### src/design/sync_serial_defines.svh
`ifndef SYNC_SERIAL_DEFINES_SVH
`define SYNC_SERIAL_DEFINES_SVH
// register map
`define SERIAL_PORT_STATUS_ADDR 8'h94
`define SERIAL_PORT_CONTROL_ADDR 8'h14
// status fields
`define SAMPLE_PHASE_BIT 7
`define CLOCK_EDGE_BIT 6
`define BUFFER_FULL_BIT 0
`define STATUS_RESET 8'h00
`define STATUS_WRITE_MASK 8'hc0
// control fields
`define CTRL_ENABLE_BIT 5
`define CTRL_IDLE_POL_BIT 4
`define CTRL_MODE_BIT 0
`define CONTROL_RESET 8'h00
// slow clock divider for master sck, in core cycles per half period
`define HALF_PERIOD_CYCLES 4'd8
`endif

### src/design/sync_serial_pkg.sv
package sync_serial_pkg;
  // port personality, exactly one at a time
  typedef enum logic {mode_spi, mode_i2c} port_mode_t;
endpackage

### src/design/skid_buffer.sv
`timescale 1ns/10ps
`default_nettype none
// two-entry buffer between receive shifter and software
module skid_buffer (
  // clocking
  input wire logic clock,
  input wire logic reset,
  input wire logic clock_enable,
  // fill side
  input wire logic in_valid,
  output logic in_ready,
  input wire logic [7:0] in_data,
  // drain side
  output logic out_valid,
  input wire logic out_ready,
  output logic [7:0] out_data
);
  logic [7:0] slot [0:1]; // storage
  logic [1:0] count; // number held
  logic rd_ptr; // head slot
  logic wr_ptr; // tail slot
  wire push = in_valid && in_ready;
  wire pop = out_valid && out_ready;
  assign in_ready = (count != 2'd2);
  assign out_valid = (count != 2'd0);
  assign out_data = slot[rd_ptr];
  // pointer and count update
  always_ff @(posedge clock or posedge reset) begin
    if (reset) begin
      count <= 2'd0;
      rd_ptr <= 1'b0;
      wr_ptr <= 1'b0;
    end else if (clock_enable) begin
      if (push) wr_ptr <= ~wr_ptr;
      if (pop) rd_ptr <= ~rd_ptr;
      count <= count + {1'b0, push} - {1'b0, pop};
    end
  end
  // data store, no reset needed
  always_ff @(posedge clock) begin
    if (clock_enable && push) slot[wr_ptr] <= in_data;
  end
  a_buf_no_overflow: assert property (@(posedge clock) disable iff (reset)
    count <= 2'd2) else $error("buffer count exceeds two");
endmodule
`default_nettype wire

### src/design/sync_serial_port.sv
// Chosen here: the strobed register port.
`timescale 1ns/10ps
`default_nettype none
`include "sync_serial_defines.svh"
module sync_serial_port
  import sync_serial_pkg::*;
(
  // clocking
  input wire logic clock,
  input wire logic reset,
  input wire logic clock_enable,
  // register port
  input wire logic [7:0] address,
  input wire logic [7:0] write_data,
  input wire logic write_strobe,
  input wire logic read_strobe,
  output logic [7:0] read_data,
  // spi pins
  input wire logic sck_in,
  output logic sck_out,
  output logic sck_oe,
  input wire logic sdi,
  output logic sdo,
  // i2c slew control
  output logic slew_control_enable,
  // received byte stream
  output logic rx_valid,
  input wire logic rx_ready,
  output logic [7:0] rx_data
);
  logic [7:0] status_cfg; // writable upper bits
  logic [7:0] control; // mode, enable, idle polarity, master
  logic [1:0] sck_sync; // two-flop synchroniser
  logic [1:0] sdi_sync;
  logic sck_prev; // for edge detect
  logic [3:0] div_count; // master half period counter
  logic sck_gen; // master generated clock
  logic [7:0] tx_shift; // launch shifter
  logic [7:0] rx_shift; // capture shifter
  logic [2:0] bit_count; // bits captured
  logic push_valid; // byte ready for buffer
  logic push_ready;
  logic [7:0] push_data;
  logic buf_valid;
  logic [7:0] buf_data;
  logic [7:0] next_read;
  // decode
  port_mode_t mode;
  assign mode = control[`CTRL_MODE_BIT] ? mode_i2c : mode_spi;
  wire enabled = control[`CTRL_ENABLE_BIT];
  wire is_master = control[1];
  wire idle_pol = control[`CTRL_IDLE_POL_BIT];
  wire edge_sel = status_cfg[`CLOCK_EDGE_BIT];
  wire sample_sel = status_cfg[`SAMPLE_PHASE_BIT];
  wire hit_status = (address == `SERIAL_PORT_STATUS_ADDR);
  wire hit_control = (address == `SERIAL_PORT_CONTROL_ADDR);
  wire spi_on = enabled && (mode == mode_spi);
  // clock seen by shifters: generated in master, pin in slave
  wire sck_now = is_master ? sck_gen : sck_sync[1];
  wire sck_last = sck_prev;
  wire rise = sck_now && !sck_last;
  wire fall = !sck_now && sck_last;
  // launch edge: idle-going edge when edge bit low relative to idle
  wire launch_rising = edge_sel ^ idle_pol;
  wire launch_edge = launch_rising ? rise : fall;
  wire capture_edge = launch_rising ? fall : rise;
  // sample at end (next launch) or middle (capture edge), master only
  wire end_sample = is_master && sample_sel;
  wire take_bit = spi_on && (end_sample ? launch_edge : capture_edge);
  wire byte_done = take_bit && push_ready && (bit_count == 3'd7); // last bit of a byte
  wire [7:0] status_view = {status_cfg[7:6], 5'b0_0000, buf_valid};
  // next capture value, msb first
  assign push_data = {rx_shift[6:0], sdi_sync[1]};
  // register read mux
  assign next_read = hit_status ? status_view :
                     hit_control ? control :
                     8'h00;
  // input synchronisers
  always_ff @(posedge clock or posedge reset) begin
    if (reset) begin
      sck_sync <= 2'b00;
      sdi_sync <= 2'b00;
      sck_prev <= 1'b0;
    end else if (clock_enable) begin
      sck_sync <= {sck_sync[0], sck_in};
      sdi_sync <= {sdi_sync[0], sdi};
      sck_prev <= sck_now;
    end
  end
  // register writes; status keeps low six bits under hardware
  always_ff @(posedge clock or posedge reset) begin
    if (reset) begin
      status_cfg <= `STATUS_RESET;
      control <= `CONTROL_RESET;
    end else if (clock_enable && write_strobe) begin
      if (hit_status) status_cfg <= write_data & `STATUS_WRITE_MASK;
      else if (hit_control) control <= write_data;
    end
  end
  // read data one cycle after strobe
  always_ff @(posedge clock or posedge reset) begin
    if (reset) read_data <= 8'h00;
    else if (clock_enable) read_data <= read_strobe ? next_read : 8'h00;
  end
  // master clock generator, idles at polarity
  always_ff @(posedge clock or posedge reset) begin
    if (reset) begin
      div_count <= 4'd0;
      sck_gen <= 1'b0;
    end else if (clock_enable) begin
      if (!(spi_on && is_master)) begin
        div_count <= 4'd0;
        sck_gen <= idle_pol;
      end else if (div_count == `HALF_PERIOD_CYCLES - 4'd1) begin
        div_count <= 4'd0;
        sck_gen <= ~sck_gen;
      end else begin
        div_count <= div_count + 4'd1;
      end
    end
  end
  // pin drivers
  always_ff @(posedge clock or posedge reset) begin
    if (reset) begin
      sck_out <= 1'b0;
      sck_oe <= 1'b0;
      sdo <= 1'b0;
      slew_control_enable <= 1'b0;
    end else if (clock_enable) begin
      sck_out <= sck_gen;
      sck_oe <= spi_on && is_master;
      if (spi_on && launch_edge) sdo <= tx_shift[7];
      slew_control_enable <= enabled && (mode == mode_i2c) && !sample_sel;
    end
  end
  // shifters and byte assembly
  always_ff @(posedge clock or posedge reset) begin
    if (reset) begin
      tx_shift <= 8'h00;
      rx_shift <= 8'h00;
      bit_count <= 3'd0;
      push_valid <= 1'b0;
    end else if (clock_enable) begin
      if (push_valid && push_ready) push_valid <= 1'b0;
      // transmit echoes the last finished byte during the next frame
      if (write_strobe && hit_control) tx_shift <= 8'h00;
      else if (byte_done) tx_shift <= push_data;
      else if (spi_on && launch_edge) tx_shift <= {tx_shift[6:0], 1'b0};
      if (take_bit && push_ready) begin
        rx_shift <= push_data;
        bit_count <= bit_count + 3'd1;
        if (bit_count == 3'd7) push_valid <= 1'b1;
      end
    end
  end
  // two-entry buffer absorbs a stalled reader
  skid_buffer u_buffer (
    .clock(clock),
    .reset(reset),
    .clock_enable(clock_enable),
    .in_valid(push_valid),
    .in_ready(push_ready),
    .in_data(rx_shift),
    .out_valid(buf_valid),
    .out_ready(rx_ready && rx_valid),
    .out_data(buf_data)
  );
  // registered stream output
  always_ff @(posedge clock or posedge reset) begin
    if (reset) begin
      rx_valid <= 1'b0;
      rx_data <= 8'h00;
    end else if (clock_enable) begin
      rx_valid <= buf_valid && !(rx_valid && rx_ready);
      rx_data <= buf_data;
    end
  end
  // register view keeps the low status bits under hardware
  a_status_low_zero: assert property (@(posedge clock) disable iff (reset)
    (clock_enable && read_strobe && hit_status) |=>
    (read_data[5:0] == {5'h00, $past(buf_valid)}))
    else $error("status low bits not under hardware");
  // slew control follows the sample bit in i2c
  a_slew_follow: assert property (@(posedge clock) disable iff (reset)
    (clock_enable && enabled && mode == mode_i2c && sample_sel) |=> !slew_control_enable)
    else $error("slew control not disabled");
  // launch edge against idle polarity and edge bit
  a_launch_select: assert property (@(posedge clock) disable iff (reset)
    (!idle_pol && rise) |-> (launch_edge == edge_sel)) else $error("launch edge wrong");
  a_launch_idle_high: assert property (@(posedge clock) disable iff (reset)
    (idle_pol && fall) |-> (launch_edge == edge_sel)) else $error("launch edge wrong idle high");
  a_read_clear: assert property (@(posedge clock) disable iff (reset)
    (clock_enable && !read_strobe) |=> read_data == 8'h00) else $error("read data stuck");
  // i2c slew control and spi clock drive never together
  a_mode_unique: assert property (@(posedge clock) disable iff (reset)
    !(slew_control_enable && sck_oe)) else $error("both modes active");
  a_oe_master: assert property (@(posedge clock) disable iff (reset)
    (clock_enable && !spi_on) |=> !sck_oe) else $error("sck driven while off");
  // generated clock only toggles at the end of a half period
  a_gen_hold: assert property (@(posedge clock) disable iff (reset)
    (clock_enable && spi_on && is_master && div_count != `HALF_PERIOD_CYCLES - 4'd1) |=>
    $stable(sck_gen)) else $error("master clock toggled early");
  // a finished byte is queued for transmit
  a_tx_echo: assert property (@(posedge clock) disable iff (reset)
    (clock_enable && byte_done && !(write_strobe && hit_control)) |=>
    (tx_shift == $past(push_data))) else $error("finished byte not queued");
  a_sample_end: assert property (@(posedge clock) disable iff (reset)
    (take_bit && end_sample) |-> launch_edge) else $error("sample not at end");
  a_sample_mid: assert property (@(posedge clock) disable iff (reset)
    (take_bit && !end_sample) |-> capture_edge) else $error("sample not at middle");
  // scenario coverage
  c_byte_done: cover property (@(posedge clock) push_valid && push_ready);
  c_master_end: cover property (@(posedge clock) take_bit && end_sample);
  c_stall: cover property (@(posedge clock) push_valid && !push_ready);
  c_i2c_slew: cover property (@(posedge clock) slew_control_enable);
endmodule
`default_nettype wire

### config.mk
export PLATFORM = sky130hd
export DESIGN_NAME = sync_serial_port
export DESIGN_NICKNAME = d
export VERILOG_FILES = /design/src/design/sync_serial_pkg.sv /design/src/design/skid_buffer.sv /design/src/design/sync_serial_port.sv
export VERILOG_INCLUDE_DIRS = /design/src /design/src/design
export SDC_FILE = /design/constraint.sdc
export NUM_CORES = 1
export LEC_CHECK = 0
export BUFFER_PORTS_ARGS = -buffer_cell sky130_fd_sc_hd__buf_2
export CORE_MARGIN = 5
export CORE_UTILIZATION = 55
export DETAILED_ROUTE_END_ITERATION = 10
export PLACE_DENSITY = 0.83
export SKIP_LAST_GASP = 1
export SLEW_MARGIN = 20
export SYNTH_ARGS = -nofsm -noshare
export SYNTH_HDL_FRONTEND = slang
export SYNTH_SLANG_ARGS = --single-unit
### constraint.sdc
create_clock -name clock -period 4.9 [get_ports clock]
set_input_delay 0.98 -clock clock [delete_from_list [all_inputs] [get_ports clock]]
set_output_delay 0.98 -clock clock [all_outputs]
set_load 0.02 [all_outputs]
Word-level counts from Yosys, hierarchy flattened:

Memories as Yosys holds them, arrays and structs flattened. A register that Yosys moved wholly into a read port is not among the register bits.
Index checks and enable logic that the tools add are counted.

* register bits: 57
* bits in latches: 0
* memory bits (writable): 16
* bits in read-only memories: 0
* input port bits: 24
* output and inout bits: 21
* word-level logic and storage cells: 89
* memories: 1

Memory list
* u_buffer.slot: words 2, bits a word 8, rd ports 1, clocked after memory_dff 1, write ports 1, RTL line skid_buffer.sv:18 `logic [7:0] slot [0:1];`

* add/sub/neg operators: 4
* multiply operators: 0
* div/mod/pow operators: 0
* $lt $le $gt $ge: 0
* equality and inequality tests: 6
* shifts and indexed selects: 0
* multiplexer cells: 20
* bitwise operators: 6
* reductions and logical operators: 32

Operators by type and width (count)
* $mux 8: 6
* $logic_and 1x1->1: 18
* $reduce_and 2->1: 7
* $mux 1: 12
* $eq 8x5->1 const B: 1
* $eq 8x8->1 const B: 1
* $mux 4: 2
* $not 1->1: 5
* $add 4x1->4 const B: 1
* $eq 4x3->1 const B: 1
* $logic_not 1->1: 4
* $add 3x1->3 const B: 1
* $eq 3x3->1 const B: 1
* $reduce_and 3->1: 1
* $reduce_bool 3->1: 1
* $add 2x1->2: 1
* $ne 2x1->1 const B: 1
* $ne 2x2->1 const B: 1
* $reduce_bool 2->1: 1
* $sub 2x1->2: 1
* $xor 1x1->1: 1

Depth between registers and ports, before layout:

Gate-level depths: netlist of run 1.

* depth in word-level cells: 10
* gate-level depth with buffers: 8

Hierarchy:

Synthesis of run 1 repeated with hierarchy kept, for this count alone.

* cells, all modules: 295
* area total of the unflattened synthesis: 3584.7 sq um

Modules (own cells, without submodules)
* sync_serial_port: times used 1, cells each 247, area each 2757.6 sq um, sequential area each 1526.5 sq um
* skid_buffer: times used 1, cells each 48, area each 827.0 sq um, sequential area each 580.6 sq um

Worst setup path before layout of run 1:

No wires, ideal clock.

* path kind: in2reg
* from: input port clock_enable
* to: memory u_buffer.slot[1][0], enable pin
* library setup time: 371 ps
* arrival time: 2106 ps
* required time: 4529 ps
* path slack: 2423 ps
* cell stages on the path: 4
* cell sequence: clkbuf_1 clkbuf_1 nand3_1 nor2_1

* longest elaborated chain between the ends: 3

RTL lines
* from (decl): RTL line sync_serial_port.sv:11 `input wire logic clock_enable,`
* $logic_and 1x1->1: RTL line skid_buffer.sv:41 `if (clock_enable && push) slot[wr_ptr] <= in_data;`
* $mux 1: RTL line skid_buffer.sv:41
* $mux 1 (not written as such): RTL line skid_buffer.sv:41
* to (decl): RTL line skid_buffer.sv:18

No other way between the ends.

Worst setup path after layout of run 1:

* from: input port clock_enable
* to: register tx_shift[3]

* longest elaborated chain between the ends: 1

RTL lines
* $reduce_and 2->1 (no source line)
* to (signal assigned): RTL line sync_serial_port.sv:147 `else if (byte_done) tx_shift <= push_data;`
* to (signal assigned): RTL line sync_serial_port.sv:148 `else if (spi_on && launch_edge) tx_shift <= {tx_shift[6:0], 1'b0};`
* to (decl): RTL line sync_serial_port.sv:38 `logic [7:0] tx_shift;`

No other way between the ends.
A chain may end at the register's enable or synchronous reset.

==> metrics.yaml, run 1 <==
place:
  placedCellCount: 389
  place_congestion: 0.815
  dp_worst_setup_slack_ps: 1740
  io_buffers: 44
  place.detailed.hpwl_um: 4420
power_and_ir_drop:
  swShare_pct: 25.5
  power_frac_comb_pct: 12.3
  clkPwrFrac_pct: 35.1
  p_sw_w: 0.000373
  p_leak_nw: 1.87
  intPower_w: 0.00109
  seq_power_share_pct: 52.5
  irDropWorstVdd_mv: 0.257
  p_per_area_nw_per_um2: 367
cts:
  ctsHtreeMaxLevel: 3
  postCtsSetupBuffers: 0
  hold_buffers: 0
  clockBufferDepth: 2
  tritoncts: "yes"
  cts_sinks: 81
  numCtsBuffers: 9
  ctsResizeCount: 0
  cts_root_buffer: "clkbuf_8"
  clkTransAtPathRegs_ps: 80
  clock_latency_ps: 350
timing:
  tightest_slew_ps: 868
  holdWs_ps: 455
  slew_headroom_pct: 41.8
  final.setup.worst_slack_ps: 2090
  finalHoldViolCount: 0
  rsz0062_at_grt: "false"
  max_clock_freq_ghz: 0.356
  maxSlewViolCount: 0
  finalCritPeriodShare_pct: 57.4
  setup_viol: 0
  tns_ps: 0
  fin_crit_ps: 2810
  clock_skew_ps: 10.9
detailed_routing:
  wl_met1_um: 2940
  num_vias: 2324
  wire_per_inst_um: 15.8
  top_layer: "met4"
  drtIter0Drc: 146
  routed_wl_um: 6380
  remaining_drc_errors: 0
  viasPerCell: 5.75
  wl_met3_um: 334
  dr_wl_met2_um: 3000
  first_pass_iters: 4
  ant_nets: 0
grt:
  grt_pass1_vias: 2334
  globalRouteOverflowTotal: 0
  grt_pass1_wl_um: 11400
  track_usage_pct: 17.3
  grt_antenna_before_repair: 0
  grt_max_degree: 66
synth:
  seq_area_frac_synth_pct: 59.8
  synth_fa_ha_area_share_pct: 1.78
  synthSimpleGateAreaFrac_pct: 10.8
  synth_xor_area_share_pct: 1.95
  synth_seq_cells: 81
  syn_inst: 284
  netlist_area_sq_um: 3520
  avgSynthCellArea_sq_um: 12.4
  ys.flop_type: "dfrtp_1"
  async_reset_ff_share_pct: 80.2
  yosys_warnings: 0
  synth_top_family_by_area: "multiplexers"
  muxShareOfSynthArea_pct: 12.6
  synth_edf_count: 16
  synth_fp_nets: 313
  ys_types: 42
  synth_top_cell_area_share_pct: 46.2
  yosysTopAreaCell: "dfrtp_1"
  synth_compound_area_share_pct: 10.2
  synthTopCellsByArea: "dfrtp_1 (46%), edfxtp_1 (14%), mux2_2 (7.4%)"
worst_setup_path:
  worstPathCellList: "buf_2 -> nand4_1 -> and2_1 -> o311ai_1 -> o41ai_1"
  cp_slowest_stage_delay_ps: 800
  cp.arrival_ps: 3020
  cp-end-kind: "flop"
  worstSetupPathType: "in2reg"
  start_kind: "primary input"
  cp_slowest_cell: "nand4_1"
  crit_path_max_fanout: 44
  critical_path_required_ps: 5110
  r2r_cells: 5
die:
  placementRows: 29
  start_util_pct: 56.1
  fp.dieH_um: 90.0
  dieArea_sq_um: 8100
  pin_count: 45
  die_width_um: 90.0
  design.core.area_sq_um: 6280
outcome:
  status: "complete, no violations"
cells_and_area:
  final_cells: 404
  layout.nets: 352
  area_growth_pct: 13.2
  drive_gt1_share_pct: 26.6
  n_fill_cell: 481
  diodes: 0
job:
  max-cap-violations: 0
min_path:
  hold_path_class: "reg2reg"
  whs_path_depth: 0
-- cells by family (layout without fill, tap and decap cells) --
logic type,after synthesis,in the layout
compound gates,53,53
simple gates,73,73
mux,40,40
buf+inv,25,68
flops,81,81
xor+xnor,7,7
fa+ha+maj,5,5
-- Yosys cell counts, types with 2 or more instances --
cell and n:
a22o_1 5, a22oi_1 2, mux2_1 5, o311ai_1 7
nand2_1 16, edfxtp_1 16, mux2_2 23, inv_1 8
nor3_1 9, and3_1 7, o41ai_1 8, buf_1 2
and2_1 8, o21ai_0 9, nand4_1 2, clkbuf_1 13
nor2_1 14, nand3_1 6, xnor2_1 4, a21oi_1 18
ha_1 5, nor2b_1 3, xor2_1 2, dfrtp_1 65
mux2i_1 10
-- flip-flops by register name (all words and copies together), names as in the netlist, 2 cells and up --
| name | cells |
|---|---|
| tx_shift | 8 |
| read_data | 8 |
| status_cfg | 2 |
| div_count | 4 |
| u_buffer.count | 2 |
| bit_count | 3 |
| control | 8 |
| rx_data | 8 |
| sck_sync | 2 |
| sdi_sync | 2 |
| rx_shift | 8 |
| u_buffer.slot | 16 |
-- cells in the final DEF (no fill, tap or decap), drive strengths merged, types with 2 or more instances in the layout --
cell type  Yosys  final
a21oi         18     18
a22o           5      5
a22oi          2      2
and2           8      8
and3           7      7
buf            4     45
bufinv         0      2
clkbuf        13     10
clkinv         0      2
dfrtp         65     65
edfxtp        16     16
ha             5      5
inv            8      8
mux2          29     29
mux2i         11     11
nand2         16     16
nand3          6      6
nand4          2      2
nor2          14     14
nor2b          3      3
nor3           9      9
nor3b          2      2
o21ai          9      9
o311ai         7      7
o41ai          8      8
xnor2          5      5
xor2           2      2
-- layout make-up --
class,count,area (sq um),area share [%]
flip-flops and latches,81,2110,52.9
multi-input cells,178,1320,33.0
clock buffers,10,128,3.20
inverters,8,30.0,0.754
repair buffers,45,228,5.71
clock inverters,5,81.3,2.04
well taps,77,96.3,2.42
-- path summary, 6_finish.rpt --
path	from	end	slack [ps]
worst max-delay path	clock_enable	tx_shift[3]	2090
worst min-delay path	rx_shift[7]	u_buffer.slot[1][7]	460
worst max register to register	control[1]	rx_shift[4]	2260
worst min register to register	rx_shift[7]	u_buffer.slot[1][7]	460
max in group asynchronous	reset	rx_shift[4]	3510
min in group asynchronous	reset	u_buffer.count[1]	850
-- power groups by stage --
stage                     clock network, W  logic (W)  registers [W]
final                             0.000514   0.000181       0.000769
after global routing              0.000562   0.000205       0.000778
after CTS                         0.000528   0.000183       0.000770
after detailed placement                 0   0.000183       0.000783
after global placement                   0   0.000173       0.000780
after floorplan                          0   0.000140       0.000772
-- routing by layer --
layer / global-route usage [%] / vias to the layer above
met5: 0 / -
met4: 6.45 / 0
met3: 5.18 / 9
met2: 25.6 / 60
met1: 24.1 / 1143
li1: - / 1112
-- worst max-delay path: cells and delay by family --
family	cells	cell delay, ps
simple gates	2	1240
buf+inv	1	560
compound gates	2	230
-- stage by stage --
stage / util, % / power [W] / instance area (sq um)
floorplan: - / 0.000912 / 3520
global placement: 60.2 / 0.000954 / 3780
detailed placement: 60.2 / 0.000965 / 3780
CTS: 63.5 / 0.00148 / 3990
global route: 63.5 / 0.00154 / 3990
finish: 63.5 / 0.00146 / 3990
Power figures use the tool's default switching activity.
==> run 2, diff against run 1 <==
CORE_UTILIZATION = 52   (was 55)
clock period = 2.5 ns   (was 4.9 ns; I/O delays follow)
==> run 2 against run 1 <==
Total power up 92%. Clock skew shrank 1.4 ps. Critical path depth is the same. Combinational power grew 110%. First-iteration DRC count is 17% higher. Critical endpoint is now tx_shift[7]. Largest power group unchanged.
==> metrics.yaml, run 2 (synthesis results as in run 1) <==
cts:
  tritoncts: "yes"  # unchanged
  clkTransAtPathRegs_ps: 80  # about the same
  numCtsBuffers: 9  # unchanged
  ctsHtreeMaxLevel: 3  # unchanged
  cts_sinks: 81  # unchanged
  postCtsSetupBuffers: 0  # unchanged
  cts_root_buffer: "clkbuf_8"  # unchanged
  ctsResizeCount: 0  # unchanged
  hold_buffers: 0  # unchanged
  clockBufferDepth: 2  # unchanged
  clock_latency_ps: 350  # about the same
detailed_routing:
  routed_wl_um: 6540  # was 6380 um
  ant_nets: 0  # unchanged
  drtIter0Drc: 171  # was 146
  first_pass_iters: 4  # unchanged
  remaining_drc_errors: 0  # unchanged
  wire_per_inst_um: 15.6  # was 15.8 um
  viasPerCell: 5.62  # was 5.75
  num_vias: 2356  # was 2,324
grt:
  use_met2_pct: 25.6  # about the same
  grt_pass1_vias: 2341  # was 2,334
  grt_antenna_before_repair: 0  # unchanged
  globalRouteOverflowTotal: 0  # unchanged
  grt_pass1_wl_um: 11000  # was 11,400 um
  grt_max_degree: 35  # was 66
  track_usage_pct: 16.3  # was 17.3%
  grt-busiest-layer: "met2"  # unchanged
  met1_usage_pct: 21.9  # was 24.1%
  grtUsageMet3_pct: 3.69  # was 5.18%
die:
  dieArea_sq_um: 8520  # was 8100 sq um
  design.core.area_sq_um: 6680  # was 6280 sq um
  pin_count: 45  # unchanged
  die_width_um: 92.3  # was 90.0 um
  placementRows: 30  # was 29
  fp.dieH_um: 92.3  # was 90.0 um
  start_util_pct: 52.7  # was 56.1%
timing:
  tightest_slew_ps: 524  # was 868 ps
  tns_ps: 0  # unchanged
  final.setup.worst_slack_ps: 249  # was 2090 ps
  fin_crit_ps: 2250
  max_clock_freq_ghz: 0.444
  slew_headroom_pct: 65.0  # was 41.8%
  clock_skew_ps: 9.46  # was 10.9 ps
  maxSlewViolCount: 0  # unchanged
  finalHoldViolCount: 0  # unchanged
  rsz0062_at_grt: "false"  # unchanged
  finalCritPeriodShare_pct: 90.0
  setup_viol: 0  # unchanged
cells_and_area:
  layout.nets: 363  # was 352
  final_cell_mix: "dfrtp_1 (65), buf_2 (44), mux2_2 (23)"  # unchanged
  n_fill_cell: 535  # was 481
  mostFrequentLayoutCell: "dfrtp_1"  # unchanged
  largest_reg_flops: 16  # unchanged
  multi_input_area_sq_um: 1320  # unchanged
  design_area_sq_um: 4070  # was 3990 sq um
  drive_gt1_share_pct: 29.2  # was 26.6%
  diodes: 0  # unchanged
  final_core_util_pct: 60.9  # was 63.5%
  area_growth_pct: 15.5  # was 13.2%
  regMostFlops: "u_buffer.slot"  # unchanged
  final_cells: 419  # was 404
  final-seq-area_sq_um: 2110  # unchanged
place:
  place.detailed.hpwl_um: 4630  # was 4420 um
  dp_worst_setup_slack_ps: 270  # was 1740 ps
  placedCellCount: 403  # was 389
  place_congestion: 0.765  # was 0.815
  place_area_sq_um: 3870  # was 3780 sq um
  io_buffers: 44  # unchanged
power_and_ir_drop:
  irDropWorstVdd_mv: 0.309  # was 0.257 mV
  p_per_area_nw_per_um2: 692  # was 367 nW/um^2
  p_leak_nw: 1.92  # was 1.87 nW
worst_setup_path:
  critical_path_required_ps: 2740  # was 5110 ps
  cp-end-kind: "flop"  # unchanged
  start_kind: "flop"  # was primary input
  cp.arrival_ps: 2490  # was 3020 ps
  crit_path_max_fanout: 16  # was 44
  worstSetupPathType: "reg2reg"  # was in2reg
min_path:
  hold_path_class: "in2async"  # was reg2reg
outcome:
  status: "complete, no violations"  # unchanged
job:
  max-cap-violations: 0  # unchanged
-- run 2: final timing paths --
check / cells past startpoint / startpoint / slack [ps] / end
worst max-delay path: 5 / control[1] / 250 / tx_shift[7]
worst min-delay path: 2 / reset / 100 / sck_out
worst max register to register: 5 / control[1] / 250 / tx_shift[7]
worst min register to register: 0 / rx_shift[7] / 480 / u_buffer.slot[0][7]
max in group asynchronous: 3 / reset / 1840 / status_cfg[7]
min in group clock: 2 / sdi / 380 / sdi_sync[0]
-- run 2: layer usage --
layer | wire [um] | part of all wire (%) | vias to the layer above
met3 | 319 | 4.9 | 9
li1 | - | - | 1131
met1 | 3010 | 46 | 1142
met4 | 99 | 1.5 | 0
met2 | 3110 | 48 | 74
met5 | 0 | 0 | -
-- run 2: power breakdown --
group          switching (W)  leakage [nW]  internal (W)  total, W
Sequential         0.0000874          1.00       0.00142   0.00151
Clock               0.000467        0.0971      0.000465  0.000933
Combinational       0.000204         0.823      0.000169  0.000374
Total               0.000759          1.92       0.00206   0.00281
-- run 2: layout make-up --
| type | instances | area share [%] |
|---|---|---|
| Sequential cell | 81 | 51.8 |
| Multi-Input combinational cell | 178 | 32.3 |
| Timing Repair Buffer | 56 | 7.94 |
| Clock buffer | 10 | 3.14 |
| Tap cell | 80 | 2.46 |
| Clock inverter | 6 | 1.60 |
| Inverter | 8 | 0.738 |
-- run 2: per-stage QoR --
| stage | total power (W) | hold WS (ps) |
|---|---|---|
| floorplan | 0.00179 | 438 |
| global placement | 0.00188 | 453 |
| detailed placement | 0.00191 | 461 |
| CTS | 0.00284 | 96.6 |
| global route | 0.00294 | 111 |
| finish | 0.00281 | 97.1 |
-- run 2: critical path, cell delays in order, from the launching register on --
cell     delay (ps)
dfrtp_1         510
mux2i_2         360
nand2_1         110
mux2_4          370
o31a_1          400
o41ai_1         380
